===== src/logic/adc_cmp_pkg.sv =====
// constants, register map and carrier types of the converter control block
// assumes a 200 MHz system clock and a 32-bit apb master with byte addressing
package adc_cmp_pkg;

  // register indices; byte address is four times the index
  localparam logic [13:0] IDX_STATUS_CONTROL_ONE = 14'h0000;
  localparam logic [13:0] IDX_STATUS_CONTROL_TWO = 14'h0001;
  localparam logic [13:0] IDX_RESULT_HIGH        = 14'h0004;
  localparam logic [13:0] IDX_RESULT_LOW         = 14'h0005;
  localparam logic [13:0] IDX_COMPARE_HIGH       = 14'h0006;
  localparam logic [13:0] IDX_COMPARE_LOW        = 14'h0007;
  localparam logic [13:0] IDX_IRQ_STATUS         = 14'h0008;
  localparam logic [13:0] IDX_IRQ_MASK           = 14'h0009;
  localparam logic [13:0] IDX_PIN_SELECT_LOW     = 14'h309C;
  localparam logic [13:0] IDX_PIN_SELECT_HIGH    = 14'h309D;

  // field positions
  localparam int STC1_DONE_BIT   = 7;
  localparam int STC1_IE_BIT     = 6;
  localparam int STC2_CMP_EN_BIT = 0;
  localparam int STC2_MODE8_BIT  = 1;
  localparam int IRQ_DONE_BIT    = 0;
  localparam int IRQ_ABORT_BIT   = 1;

  // reset values
  localparam logic [4:0]  CHANNEL_RESET  = 5'h1F;
  localparam logic [4:0]  CHANNEL_OFF    = 5'h1F;
  localparam logic [7:0]  PIN_LOW_RESET  = 8'h00;
  localparam logic [3:0]  PIN_HIGH_RESET = 4'h0;
  localparam logic [9:0]  COMPARE_RESET  = 10'h000;
  localparam logic [9:0]  RESULT_RESET   = 10'h000;
  localparam logic [1:0]  IRQ_RESET      = 2'h0;

  // converter clock derived from the system clock
  localparam int SYS_CLOCK_HZ   = 200_000_000;
  localparam int CONV_CLOCK_HZ  = 10_000_000;
  localparam int CONV_DIV_COUNT = SYS_CLOCK_HZ / CONV_CLOCK_HZ;
  localparam logic [7:0] CONV_DIV_LAST = 8'(CONV_DIV_COUNT - 1);

  // sampling lasts 3.5 converter cycles, rounded up
  localparam int SAMPLE_HALF_CYCLES = 7;
  localparam logic [3:0] SAMPLE_TICKS = 4'((SAMPLE_HALF_CYCLES + 1) / 2);

  // internal approximation width, two guard bits below the 10-bit result
  localparam int SAR_WIDTH = 12;

  typedef enum logic [2:0] {
    SAR_IDLE    = 3'b001,
    SAR_SAMPLE  = 3'b010,
    SAR_CONVERT = 3'b100
  } sar_state_type;

  // forced conditions on the analog-capable pins
  typedef struct packed {
    logic [11:0] output_tristate;
    logic [11:0] input_disable;
    logic [11:0] pullup_disable;
  } pin_ctrl_type;

endpackage : adc_cmp_pkg


===== src/logic/sar_engine.sv =====
// successive approximation sequencer: sample phase then one trial per bit
// assumes an external comparator that reports input >= trial code each tick
module sar_engine (
  input  wire logic                              sys_clk,
  input  wire logic                              rst_n,
  input  wire logic                              tick,
  input  wire logic                              start,
  input  wire logic                              abort,
  input  wire logic                              comparator_above,
  output logic [adc_cmp_pkg::SAR_WIDTH-1:0]      trial_code,
  output logic                                   busy,
  output logic                                   done
);

  adc_cmp_pkg::sar_state_type state;
  logic [3:0] count;

  // start wins over abort so a channel write restarts the sequence
  always_ff @(posedge sys_clk or negedge rst_n) begin
    if (!rst_n) begin
      state      <= adc_cmp_pkg::SAR_IDLE;
      count      <= 4'h0;
      trial_code <= 12'h000;
      done       <= 1'b0;
    end else begin
      done <= 1'b0;
      if (start) begin
        state <= adc_cmp_pkg::SAR_SAMPLE;
        count <= 4'h0;
      end else if (abort) begin
        state <= adc_cmp_pkg::SAR_IDLE;
      end else if (tick) begin
        case (state)
          adc_cmp_pkg::SAR_SAMPLE: begin
            count <= count + 4'h1;
            if (count == adc_cmp_pkg::SAMPLE_TICKS - 4'h1) begin
              state      <= adc_cmp_pkg::SAR_CONVERT;
              count      <= 4'(adc_cmp_pkg::SAR_WIDTH - 1);
              trial_code <= 12'h800;
            end
          end
          adc_cmp_pkg::SAR_CONVERT: begin
            // keep the trial bit only if the input is at or above it
            if (!comparator_above) begin
              trial_code[count] <= 1'b0;
            end
            if (count == 4'h0) begin
              state <= adc_cmp_pkg::SAR_IDLE;
              done  <= 1'b1;
            end else begin
              trial_code[count - 4'h1] <= 1'b1;
              count <= count - 4'h1;
            end
          end
          adc_cmp_pkg::SAR_IDLE: begin
            count <= 4'h0;
          end
          default: begin
            state <= adc_cmp_pkg::SAR_IDLE;
          end
        endcase
      end
    end
  end

  assign busy = (state != adc_cmp_pkg::SAR_IDLE);

endmodule : sar_engine


===== src/logic/adc_compare_and_pin_control.sv =====
// converter control: apb registers, compare value, pin control, result placement
// assumes a zero-latency external comparator and port logic that obeys pin_ctrl
//
// Summary of operation
// - in 10-bit mode compare-high bits 1:0 match result bits 9:8
// - compare-high bits 7:2 are read-only and read as zero
// - compare-low holds compare bits 7:0 matched to result low byte
// - pin-select-low bit n set removes port control of channel n pin
// - pin-select-high bits 3:0 serve channels 11:8, bits 7:4 reserved zero
// - converter disabled in reset and while channel select is all ones
// - after a conversion with none started the converter idles powered down
// - selected channel converted by successive approximation, 10 or 8 bits
// - 10-bit mode rounds to ten bits across result high and low
// - 8-bit mode rounds to eight bits written only to result low
// - done flag set in the same cycle as placement; interrupt when done enable is one
// - compare enable activates automatic compare in every mode
// - compare enabled and condition false leaves result registers unchanged
// - writing either compare register aborts the conversion in progress
// - disabled pin: output high impedance, input reads zero, pullup off
module adc_compare_and_pin_control (
  input  wire logic                          sys_clk,
  input  wire logic                          rst_n,
  input  wire logic [15:0]                   paddr,
  input  wire logic                          psel,
  input  wire logic                          penable,
  input  wire logic                          pwrite,
  input  wire logic [31:0]                   pwdata,
  output logic [31:0]                        prdata,
  output logic                               pready,
  output logic                               pslverr,
  input  wire logic                          comparator_above,
  input  wire logic [11:0]                   port_pin_in,
  output logic [adc_cmp_pkg::SAR_WIDTH-1:0]  dac_trial_code,
  output logic [4:0]                         selected_channel,
  output logic                               converter_active,
  output adc_cmp_pkg::pin_ctrl_type          pin_ctrl,
  output logic [11:0]                        port_read_data,
  output logic                               irq
);

  logic [7:0]  div_count;
  logic        tick;
  logic [13:0] word;
  logic        access;
  logic        commit;
  logic        wr;
  logic        rd;
  logic        hit;
  logic [7:0]  read_value;
  logic [1:0]  compare_high;
  logic [7:0]  compare_low;
  logic [7:0]  pin_select_low;
  logic [3:0]  pin_select_high;
  logic [4:0]  channel_select;
  logic        done_interrupt_enable;
  logic        compare_enable;
  logic        eight_bit_mode;
  logic        conversion_done_flag;
  logic [1:0]  result_high;
  logic [7:0]  result_low;
  logic [1:0]  irq_status;
  logic [1:0]  irq_mask;
  logic        start;
  logic        abort;
  logic        sar_busy;
  logic        sar_done;
  logic [9:0]  rounded10;
  logic [7:0]  rounded8;
  logic [9:0]  result_value;
  logic [9:0]  compare_value;
  logic        compare_met;
  logic        accept;
  logic [11:0] pin_disable;

  // converter clock enable; one cycle pulse per converter period
  always_ff @(posedge sys_clk or negedge rst_n) begin
    if (!rst_n) begin
      div_count <= 8'h00;
      tick      <= 1'b0;
    end else begin
      tick <= (div_count == adc_cmp_pkg::CONV_DIV_LAST);
      if (div_count == adc_cmp_pkg::CONV_DIV_LAST) begin
        div_count <= 8'h00;
      end else begin
        div_count <= div_count + 8'h01;
      end
    end
  end

  // apb phases: one wait state so read data comes from a flop
  assign word   = paddr[15:2];
  assign access = psel & penable & ~pready;
  assign commit = psel & penable & pready;
  assign wr     = commit & pwrite;
  assign rd     = commit & ~pwrite;

  // address decode and read mux; reserved bits read as zero
  always_comb begin
    hit        = 1'b1;
    read_value = 8'h00;
    case (word)
      adc_cmp_pkg::IDX_STATUS_CONTROL_ONE: begin
        read_value[adc_cmp_pkg::STC1_DONE_BIT] = conversion_done_flag;
        read_value[adc_cmp_pkg::STC1_IE_BIT]   = done_interrupt_enable;
        read_value[4:0]                        = channel_select;
      end
      adc_cmp_pkg::IDX_STATUS_CONTROL_TWO: begin
        read_value[adc_cmp_pkg::STC2_CMP_EN_BIT] = compare_enable;
        read_value[adc_cmp_pkg::STC2_MODE8_BIT]  = eight_bit_mode;
      end
      adc_cmp_pkg::IDX_RESULT_HIGH:     read_value = {6'h00, result_high};
      adc_cmp_pkg::IDX_RESULT_LOW:      read_value = result_low;
      adc_cmp_pkg::IDX_COMPARE_HIGH:    read_value = {6'h00, compare_high};
      adc_cmp_pkg::IDX_COMPARE_LOW:     read_value = compare_low;
      adc_cmp_pkg::IDX_IRQ_STATUS:      read_value = {6'h00, irq_status};
      adc_cmp_pkg::IDX_IRQ_MASK:        read_value = {6'h00, irq_mask};
      adc_cmp_pkg::IDX_PIN_SELECT_LOW:  read_value = pin_select_low;
      adc_cmp_pkg::IDX_PIN_SELECT_HIGH: read_value = {4'h0, pin_select_high};
      default:                          hit = 1'b0;
    endcase
  end

  // bus answer: ready one cycle after the access phase opens
  always_ff @(posedge sys_clk or negedge rst_n) begin
    if (!rst_n) begin
      pready  <= 1'b0;
      prdata  <= 32'h0000_0000;
      pslverr <= 1'b0;
    end else begin
      pready  <= access;
      pslverr <= access & ~hit;
      if (access & ~pwrite) begin
        prdata <= {24'h00_0000, read_value};
      end
    end
  end

  // compare value; any write invalidates the running conversion
  always_ff @(posedge sys_clk or negedge rst_n) begin
    if (!rst_n) begin
      compare_high <= adc_cmp_pkg::COMPARE_RESET[9:8];
      compare_low  <= adc_cmp_pkg::COMPARE_RESET[7:0];
    end else if (wr) begin
      if (word == adc_cmp_pkg::IDX_COMPARE_HIGH) begin
        compare_high <= pwdata[1:0];
      end
      if (word == adc_cmp_pkg::IDX_COMPARE_LOW) begin
        compare_low <= pwdata[7:0];
      end
    end
  end

  // pin control registers; upper nibble of the high register is not stored
  always_ff @(posedge sys_clk or negedge rst_n) begin
    if (!rst_n) begin
      pin_select_low  <= adc_cmp_pkg::PIN_LOW_RESET;
      pin_select_high <= adc_cmp_pkg::PIN_HIGH_RESET;
    end else if (wr) begin
      if (word == adc_cmp_pkg::IDX_PIN_SELECT_LOW) begin
        pin_select_low <= pwdata[7:0];
      end
      if (word == adc_cmp_pkg::IDX_PIN_SELECT_HIGH) begin
        pin_select_high <= pwdata[3:0];
      end
    end
  end

  // control fields; channel all ones at reset keeps the converter off
  always_ff @(posedge sys_clk or negedge rst_n) begin
    if (!rst_n) begin
      channel_select        <= adc_cmp_pkg::CHANNEL_RESET;
      done_interrupt_enable <= 1'b0;
      compare_enable        <= 1'b0;
      eight_bit_mode        <= 1'b0;
    end else if (wr) begin
      if (word == adc_cmp_pkg::IDX_STATUS_CONTROL_ONE) begin
        channel_select        <= pwdata[4:0];
        done_interrupt_enable <= pwdata[adc_cmp_pkg::STC1_IE_BIT];
      end
      if (word == adc_cmp_pkg::IDX_STATUS_CONTROL_TWO) begin
        compare_enable <= pwdata[adc_cmp_pkg::STC2_CMP_EN_BIT];
        eight_bit_mode <= pwdata[adc_cmp_pkg::STC2_MODE8_BIT];
      end
    end
  end

  // channel write starts unless all ones; mode and compare writes abort
  assign start = wr & (word == adc_cmp_pkg::IDX_STATUS_CONTROL_ONE)
               & (pwdata[4:0] != adc_cmp_pkg::CHANNEL_OFF);
  assign abort = wr & ((word == adc_cmp_pkg::IDX_STATUS_CONTROL_ONE)
               | (word == adc_cmp_pkg::IDX_STATUS_CONTROL_TWO)
               | (word == adc_cmp_pkg::IDX_COMPARE_HIGH)
               | (word == adc_cmp_pkg::IDX_COMPARE_LOW));

  // the sequencer sits idle, and the analog side unpowered, when not busy
  sar_engine u_sar (
    .sys_clk          (sys_clk),
    .rst_n            (rst_n),
    .tick             (tick),
    .start            (start),
    .abort            (abort),
    .comparator_above (comparator_above),
    .trial_code       (dac_trial_code),
    .busy             (sar_busy),
    .done             (sar_done)
  );

  assign converter_active = sar_busy;
  assign selected_channel = channel_select;

  // round half up from the guard bits, saturating at full scale
  always_comb begin
    if (dac_trial_code[11:2] == 10'h3FF) begin
      rounded10 = 10'h3FF;
    end else begin
      rounded10 = dac_trial_code[11:2] + {9'h000, dac_trial_code[1]};
    end
    if (dac_trial_code[11:4] == 8'hFF) begin
      rounded8 = 8'hFF;
    end else begin
      rounded8 = dac_trial_code[11:4] + {7'h00, dac_trial_code[3]};
    end
  end

  // compare condition: result at or above the compare value
  assign result_value  = eight_bit_mode ? {2'b00, rounded8} : rounded10;
  assign compare_value = eight_bit_mode ? {2'b00, compare_low}
                                        : {compare_high, compare_low};
  assign compare_met   = (result_value >= compare_value);
  assign accept        = sar_done & (~compare_enable | compare_met);

  // result placement; a failed compare simply drops the result
  always_ff @(posedge sys_clk or negedge rst_n) begin
    if (!rst_n) begin
      result_high <= adc_cmp_pkg::RESULT_RESET[9:8];
      result_low  <= adc_cmp_pkg::RESULT_RESET[7:0];
    end else if (accept) begin
      if (eight_bit_mode) begin
        result_low <= rounded8;
      end else begin
        result_high <= rounded10[9:8];
        result_low  <= rounded10[7:0];
      end
    end
  end

  // done flag cleared by a result-low read or channel write; set wins
  always_ff @(posedge sys_clk or negedge rst_n) begin
    if (!rst_n) begin
      conversion_done_flag <= 1'b0;
    end else if (accept) begin
      conversion_done_flag <= 1'b1;
    end else if ((rd & (word == adc_cmp_pkg::IDX_RESULT_LOW))
               | (wr & (word == adc_cmp_pkg::IDX_STATUS_CONTROL_ONE))) begin
      conversion_done_flag <= 1'b0;
    end
  end

  // sticky events, write one to clear, a new event beats the clear
  always_ff @(posedge sys_clk or negedge rst_n) begin
    if (!rst_n) begin
      irq_status <= adc_cmp_pkg::IRQ_RESET;
      irq_mask   <= adc_cmp_pkg::IRQ_RESET;
    end else begin
      if (wr & (word == adc_cmp_pkg::IDX_IRQ_MASK)) begin
        irq_mask <= pwdata[1:0];
      end
      for (int i = 0; i < 2; i++) begin
        if ((i == adc_cmp_pkg::IRQ_DONE_BIT) & accept) begin
          irq_status[i] <= 1'b1;
        end else if ((i == adc_cmp_pkg::IRQ_ABORT_BIT) & abort & sar_busy) begin
          irq_status[i] <= 1'b1;
        end else if (wr & (word == adc_cmp_pkg::IDX_IRQ_STATUS) & pwdata[i]) begin
          irq_status[i] <= 1'b0;
        end
      end
    end
  end

  // level interrupt from the done flag when done enable is one, or any unmasked sticky event
  always_ff @(posedge sys_clk or negedge rst_n) begin
    if (!rst_n) begin
      irq <= 1'b0;
    end else begin
      irq <= (conversion_done_flag & done_interrupt_enable)
           | (|(irq_status & irq_mask));
    end
  end

  // one disable bit drives all three forced pin conditions
  assign pin_disable              = {pin_select_high, pin_select_low};
  assign pin_ctrl.output_tristate = pin_disable;
  assign pin_ctrl.input_disable   = pin_disable;
  assign pin_ctrl.pullup_disable  = pin_disable;

  // port reads of a disabled pin return zero; registered to keep outputs clean
  always_ff @(posedge sys_clk or negedge rst_n) begin
    if (!rst_n) begin
      port_read_data <= 12'h000;
    end else begin
      port_read_data <= port_pin_in & ~pin_disable;
    end
  end

endmodule : adc_compare_and_pin_control


===== config.mk =====
export PLATFORM = sky130hd
export DESIGN_NAME = adc_compare_and_pin_control
export DESIGN_NICKNAME = d
export VERILOG_FILES = /design/src/logic/adc_cmp_pkg.sv /design/src/logic/sar_engine.sv /design/src/logic/adc_compare_and_pin_control.sv
export SDC_FILE = /design/constraint.sdc
export NUM_CORES = 1
export LEC_CHECK = 0
export BUFFER_PORTS_ARGS = -buffer_cell sky130_fd_sc_hd__buf_2
export CELL_PAD_IN_SITES_DETAIL_PLACEMENT = 1
export CELL_PAD_IN_SITES_GLOBAL_PLACEMENT = 2
export CORE_UTILIZATION = 32
export CTS_BUF_LIST = sky130_fd_sc_hd__clkbuf_16
export CTS_CLUSTER_DIAMETER = 50
export DETAILED_ROUTE_END_ITERATION = 12
export PLACE_DENSITY_LB_ADDON = 0.1
export SYNTH_ARGS = -nofsm -noshare
export SYNTH_HDL_FRONTEND = slang
export SYNTH_SLANG_ARGS = --single-unit

===== constraint.sdc =====
create_clock -name sys_clk -period 4.6 [get_ports sys_clk]
set_clock_uncertainty 0.1 [all_clocks]
set_input_delay 0.69 -clock sys_clk [delete_from_list [all_inputs] [get_ports sys_clk]]
set_output_delay 0.69 -clock sys_clk [all_outputs]
set_load 0.02 [all_outputs]

# After elaboration in Yosys (flattened, before gate mapping)
# Cells that the tools add are included.
[totals]
out_inout_bits = 101
reg_bits = 97
elab_cells = 165
[classes]
addsub = 5
eq_ne = 24
n_bitwise = 37
muxes = 46
reduce_logical = 23
magnitude_cmp = 5
[ops]
columns = ["operator", "n"]
rows = [
  ["12-bit two-way mux", 7],
  ["14-bit by 3-bit equality test with 1-bit output (second input constant)", 4],
  ["10-bit two-way mux", 3],
  ["14-bit equality test (second input constant)", 2],
  ["14-bit by 4-bit equality test with 1-bit output (second input constant)", 2],
  ["12-bit AND", 2],
  ["8-bit two-way mux", 3],
  ["12-bit inverter", 2],
  ["12-bit case mux with 2 select lines", 1],
  ["4-bit two-way mux", 5],
  ["2-bit case mux with 10 select lines", 1],
  ["1-bit AND", 18],
  ["3-bit two-way mux", 5],
  ["3-bit case mux with 5 select lines", 1],
  ["14-bit by 1-bit equality test with 1-bit output (second input constant)", 1],
  ["14-bit logical NOT", 1],
  ["1-bit two-way mux", 14],
  ["2-bit AND reduction", 7],
  ["12-bit bitwise OR", 1],
  ["4-bit case mux with 3 select lines", 1],
  ["10-bit by 1-bit adder with 10-bit output", 1],
  ["10-bit equality test (second input constant)", 1],
  ["10-bit >= comparator", 1],
  ["4-bit by 5-bit < comparator with 1-bit output (second input constant)", 2],
  ["33 further kinds", 54],
]

# Longest topological paths before layout
[logic_depth]
depth_word = 14
mapped_depth = 13

# Modules after synthesis
# A second synthesis with hierarchy kept.
[hier_totals]
cells_unflattened = 584
area_unflattened_um2 = 5826.8
[by_module_without_submodules]
columns = ["mod", "seq_area_each_um2", "cells_per_inst", "instances", "area_each_um2"]
rows = [
  ["adc_compare_and_pin_control", 1933.1, 427, 1, 4476.8],
  ["sar_engine", 501.7, 157, 1, 1350.0],
]

# Worst setup path after synthesis
# OpenSTA, ideal clock, no wires.
[synth_path]
path_type = "flip-flop to flip-flop"
from = "reg u_sar.trial_code[6] (netlist name)"
to = "reg result_low[1]"
path_stages_with_launch = 13
synth_period_minus_slack_ns = 3.624
setup_ns = 0.125
required_time_ns = 4.375
path_slack_ns = 0.976
arrival_ns = 3.400
path_buffers = 2
cell_sequence = "dfrtp_1 > clkbuf_1 > nand4_1 > nor3_1 > nor2_1 > a22oi_1 > ha_1 > a21o_1 > a221oi_1 > nor2b_1 > o21ai_0 > clkbuf_1 > mux2_2"
[synth_between]
elab_chain_cells = 6
word_cells_on_any_way = 11
classes_between = "add/sub: 2; order compare: 1; eq/ne: 2; mux: 4; bitwise: 2"
[synth_rtl]
columns = ["item", "line", "rtl"]
rows = [
  ["start, declared", "sar_engine.sv:10", "output logic [adc_cmp_pkg::SAR_WIDTH-1:0] trial_code,"],
  ["start signal, assigned", "sar_engine.sv:23", "trial_code <= 12'h000;"],
  ["start signal, assigned", "sar_engine.sv:39", "trial_code <= 12'h800;"],
  ["start signal, assigned by index", "sar_engine.sv:45", "trial_code[count] <= 1'b0;"],
  ["8-bit by 1-bit adder with 8-bit output (tied with other cells)", "adc_compare_and_pin_control.sv:221", "rounded8 = dac_trial_code[11:4] + {7'h00, dac_trial_code[3]};"],
  ["8-bit two-way mux / 10-bit two-way mux (equally long branches)", "adc_compare_and_pin_control.sv:218, adc_compare_and_pin_control.sv:213", ""],
  ["10-bit two-way mux (*)", "adc_compare_and_pin_control.sv:226", "assign result_value = eight_bit_mode ? {2'b00, rounded8} : rounded10;"],
  ["named net result_value[3]", "adc_compare_and_pin_control.sv:69", "logic [9:0] result_value;"],
  ["10-bit >= comparator (*)", "adc_compare_and_pin_control.sv:229", "assign compare_met = (result_value >= compare_value);"],
  ["1-bit bitwise OR (*)", "adc_compare_and_pin_control.sv:230", "assign accept = sar_done & (~compare_enable | compare_met);"],
  ["1-bit AND (*)", "adc_compare_and_pin_control.sv:230", ""],
  ["end signal, assigned", "adc_compare_and_pin_control.sv:236", "result_low <= adc_cmp_pkg::RESULT_RESET[7:0];"],
  ["end signal, assigned", "adc_compare_and_pin_control.sv:239", "result_low <= rounded8;"],
  ["end signal, assigned", "adc_compare_and_pin_control.sv:242", "result_low <= rounded10[7:0];"],
  ["end, declared", "adc_compare_and_pin_control.sv:60", "logic [7:0] result_low;"],
]
# The timed path passes the listed nets; every way through them passes the cells marked *.
# A chain may end at the register's enable or synchronous reset.

# Final worst setup path
[layout_path]
from = "reg u_sar.trial_code[9] (netlist name)"
to = "reg result_low[1]"
[layout_between]
elab_chain_cells = 6
word_cells_on_any_way = 11
classes_between = "add/sub: 2; order compare: 1; eq/ne: 2; mux: 4; bitwise: 2"
[layout_rtl]
columns = ["item", "line"]
rows = [
  ["10-bit equality test / 8-bit equality test (equally long branches)", "adc_compare_and_pin_control.sv:213, adc_compare_and_pin_control.sv:218"],
  ["10-bit two-way mux / 8-bit two-way mux (equally long branches)", "adc_compare_and_pin_control.sv:213, adc_compare_and_pin_control.sv:218"],
  ["10-bit two-way mux (*)", "adc_compare_and_pin_control.sv:226"],
  ["named net result_value[3]", "adc_compare_and_pin_control.sv:69"],
  ["10-bit >= comparator (*)", "adc_compare_and_pin_control.sv:229"],
  ["1-bit bitwise OR (*)", "adc_compare_and_pin_control.sv:230"],
  ["1-bit AND (*)", "adc_compare_and_pin_control.sv:230"],
]
# Marked as above.

==> results.cfg <==
[clock_tree]
tritoncts = built
htreeDepth = 3
cts_resized = 0
clk_transition_reported_paths_ps = 80
clock_path_buffers = 2
post_cts_buffers = 0
clk_latency_ps = 360
clock_sink_count = 97
cts_made_buffers = 9
cts_root_buffer = clkbuf_16
cts_hold_buf = 0

[power_and_ir_drop]
p_leak_uw = 0.003261
ir_drop_mv = 0.1710
powerDensity_mw_per_mm2 = 267.9

[critical_path]
worstSetupStartpoint = u_sar.trial_code[9]$_DFFE_PN0P_
crit_path_max_fanout = 9
end_kind = flip-flop
critPathKind = flip-flop to flip-flop
cp.required_ps = 4750
slowest_stage = dfrtp_1
r2r-start = u_sar.trial_code[9]$_DFFE_PN0P_
start_kind = flip-flop
reg2regPathDepth = 11
critical_path_depth = 11
cpPeakStageDelay_ps = 560
path_delay_family = compound AO/OA/AOI/OAI gates
crit_arrival_ps = 3800
path_buf_inv = 1
crit_chain = nand4_1 > nor3_1 > nor2_1 > a22oi_1 > ha_1 > a21o_1 > a221oi_1 > nor2b_1 > o21ai_0 > buf_4 > mux2_2

[floorplan]
core_area_mm2 = 0.01796
die_area_mm2 = 0.01889
dieWidth_um = 137.4
ios = 167
num_rows = 49
start_util_pct = 32.68
fp.dieH_um = 137.4

[sta]
finalCritPeriodShare_pct = 79.31
fmax_ghz = 0.2741
slew_headroom_pct = 31.67
tns_ps = 0
fin_ws_ps = 951.8
drv_slew = 0
finalHoldViolCount = 0
period_minus_slack_ps = 3648
finalSetupViolations = 0
worstMarginPinSlew_ps = 1017
rsz0062_at_grt = false

[drt]
num_vias = 4715
met3_length_um = 694
wl_met2_um = 8005
wl_um = 16500
routedWlPerCell_um = 18.27
drt_pass1_iterations = 4
wl_met1_um = 7596
routed.top_layer = met4
drtAntennaViolNets = 0
viasPerCell = 5.221
drtIter0Drc = 221
drc = 0

[global_routing]
antenna_found_initial = 0
grt_util_all_layers_pct = 18.18
grt_max_degree = 73
grt_first_pass_wirelength_um = 26150
grt-ovfl-total = 0
grt_pass1_vias = 4693

[synthesis]
yosys_warnings = 0
syn_avg_cell_area_um2 = 9.933
synth_common_cells = dfrtp_1, buf_4, nand2_1, mux2_2, nor2_1
netlist_instances = 591
synthTopCellsByArea = dfrtp_1, mux2_2, buf_4
synth.most_common_cell = dfrtp_1
yosys.area.top_type = dfrtp_1
synth_area_mm2 = 0.005871
async_flop_share_pct = 100.0
synth_seq_cells = 97
ys_seq_area_share_pct = 41.47
synthDistinctLibCells = 67
yosys.area.top_type_share_pct = 38.79
ys.flop_type = dfrtp_1
synth_edf_count = 0

[layout]
drive_gt1_share_pct = 29.67
postLayoutCoreUtil_pct = 37.26
nets = 754
finish.instance_area_mm2 = 0.006693
synthToLayoutAreaGrowth_pct = 14.00
ff_latch_area_mm2 = 0.002435
multi_input_area_mm2 = 0.002977
antenna_cells = 0
num-fill-cells = 2065

[placed_design]
hpwl_um = 12290
gp_congestion = 0.8099
io_buffers = 116
placed_cell_area_mm2 = 0.006375
place_ws_ps = 960.9

[hold_path]
hp-class = input port to asynchronous set/reset pin

[job]
cap_violations = 0

[status]
status = finished clean
==> routing by layer <==
layer  vias to the layer above  track usage (%)
li1                       2223                -
met1                      2367            23.88
met2                       113            30.85
met3                        12            2.355
met4                         0            5.556
met5                         -                0
==> worst register-to-register path, delay by kind of cell, from the launching register on <==
family | cells | cell delay (ps)
buffers and inverters | 1 | 210
and+or+nand+nor | 4 | 1000
DFF | 1 | 560
adders and majority gates | 1 | 310
AOI/OAI and AO/OA | 4 | 1020
muxes | 1 | 340
==> state kept, by name (all words and copies together) (netlist names), 2 cells and up <==
| register | cells |
|---|---|
| irq_mask | 2 |
| div_count | 8 |
| result_low | 8 |
| compare_low | 8 |
| selected_channel | 5 |
| pin_select_high | 4 |
| u_sar.count | 4 |
| compare_high | 2 |
| prdata | 8 |
| u_sar.trial_code | 12 |
| result_high | 2 |
| port_read_data | 12 |
| irq_status | 2 |
| u_sar.state | 3 |
| pin_select_low | 8 |
==> cells by family (layout without fill, tap and decap cells) <==
family	count (synthesis)	after routing	synth area share, %
buf+inv	92	152	9.292
mux	42	42	7.928
xor+xnor	22	22	3.282
simple gates	203	203	19.52
other cells	1	24	0.06388
fa+ha+maj	19	19	4.049
flops	97	97	41.47
compound gates	115	115	14.39
==> placed cells by master (no fill, tap or decap), types with 7 or more instances in the layout <==
master       n
buf_2      115
dfrtp_1     91
nand2_1     48
mux2_2      36
nor2_1      31
o21ai_0     25
conb_1      24
nor2b_1     20
ha_1        19
nand3_1     16
inv_1       15
xor2_1      15
nand4_1     13
a21oi_1     12
and3_1      11
a22oi_1     11
nor3_1       9
nand2b_1     9
a221o_1      9
clkbuf_16    9
xnor2_1      7
==> power breakdown <==
| part | switching (µW) | internal, µW | leakage [µW] |
|---|---|---|---|
| clock | 386 | 441 | 0.000158 |
| sequential | 2.03 | 858 | 0.00124 |
| combinational | 78.8 | 27.3 | 0.00186 |
| total | 467 | 1330 | 0.00326 |
==> path summary, 6_finish.rpt <==
kind / endpoint / slack (ps)
setup / recovery: result_low[1]$_DFFE_PN0P_ / 950
hold / removal: port_read_data[0]$_DFF_PN0_ / 370
setup reg to reg: result_low[1]$_DFFE_PN0P_ / 950
hold reg to reg: prdata[2]$_DFFE_PN0P_ / 380
max in group asynchronous: compare_high[0]$_DFFE_PN0P_ / 3070
min in group sys_clk: prdata[2]$_DFFE_PN0P_ / 380
==> cell type report <==
type	instances	share of cell area (%)
multi-input combinational	425	44.48
sequential	97	36.38
timing repair buffer	121	9.273
tap	229	4.281
clock buffer	9	3.365
clock inverter	7	1.383
inverter	15	0.8413
==> through the flow <==
| stage | power (µW) | cells | hold WS (ps) |
|---|---|---|---|
| 2_1_floorplan | 946.2 | 614 | 294.4 |
| 3_3_place_gp | 983.6 | 887 | 360.4 |
| 3_5_place_dp | 985.1 | 887 | 368.8 |
| 4_1_cts | 1821 | 903 | 391.0 |
| 5_1_grt | 1861 | 903 | 402.7 |
| 6_report | 1793 | 903 | 370.0 |
No activity file was read; power rests on OpenSTA's default activity.
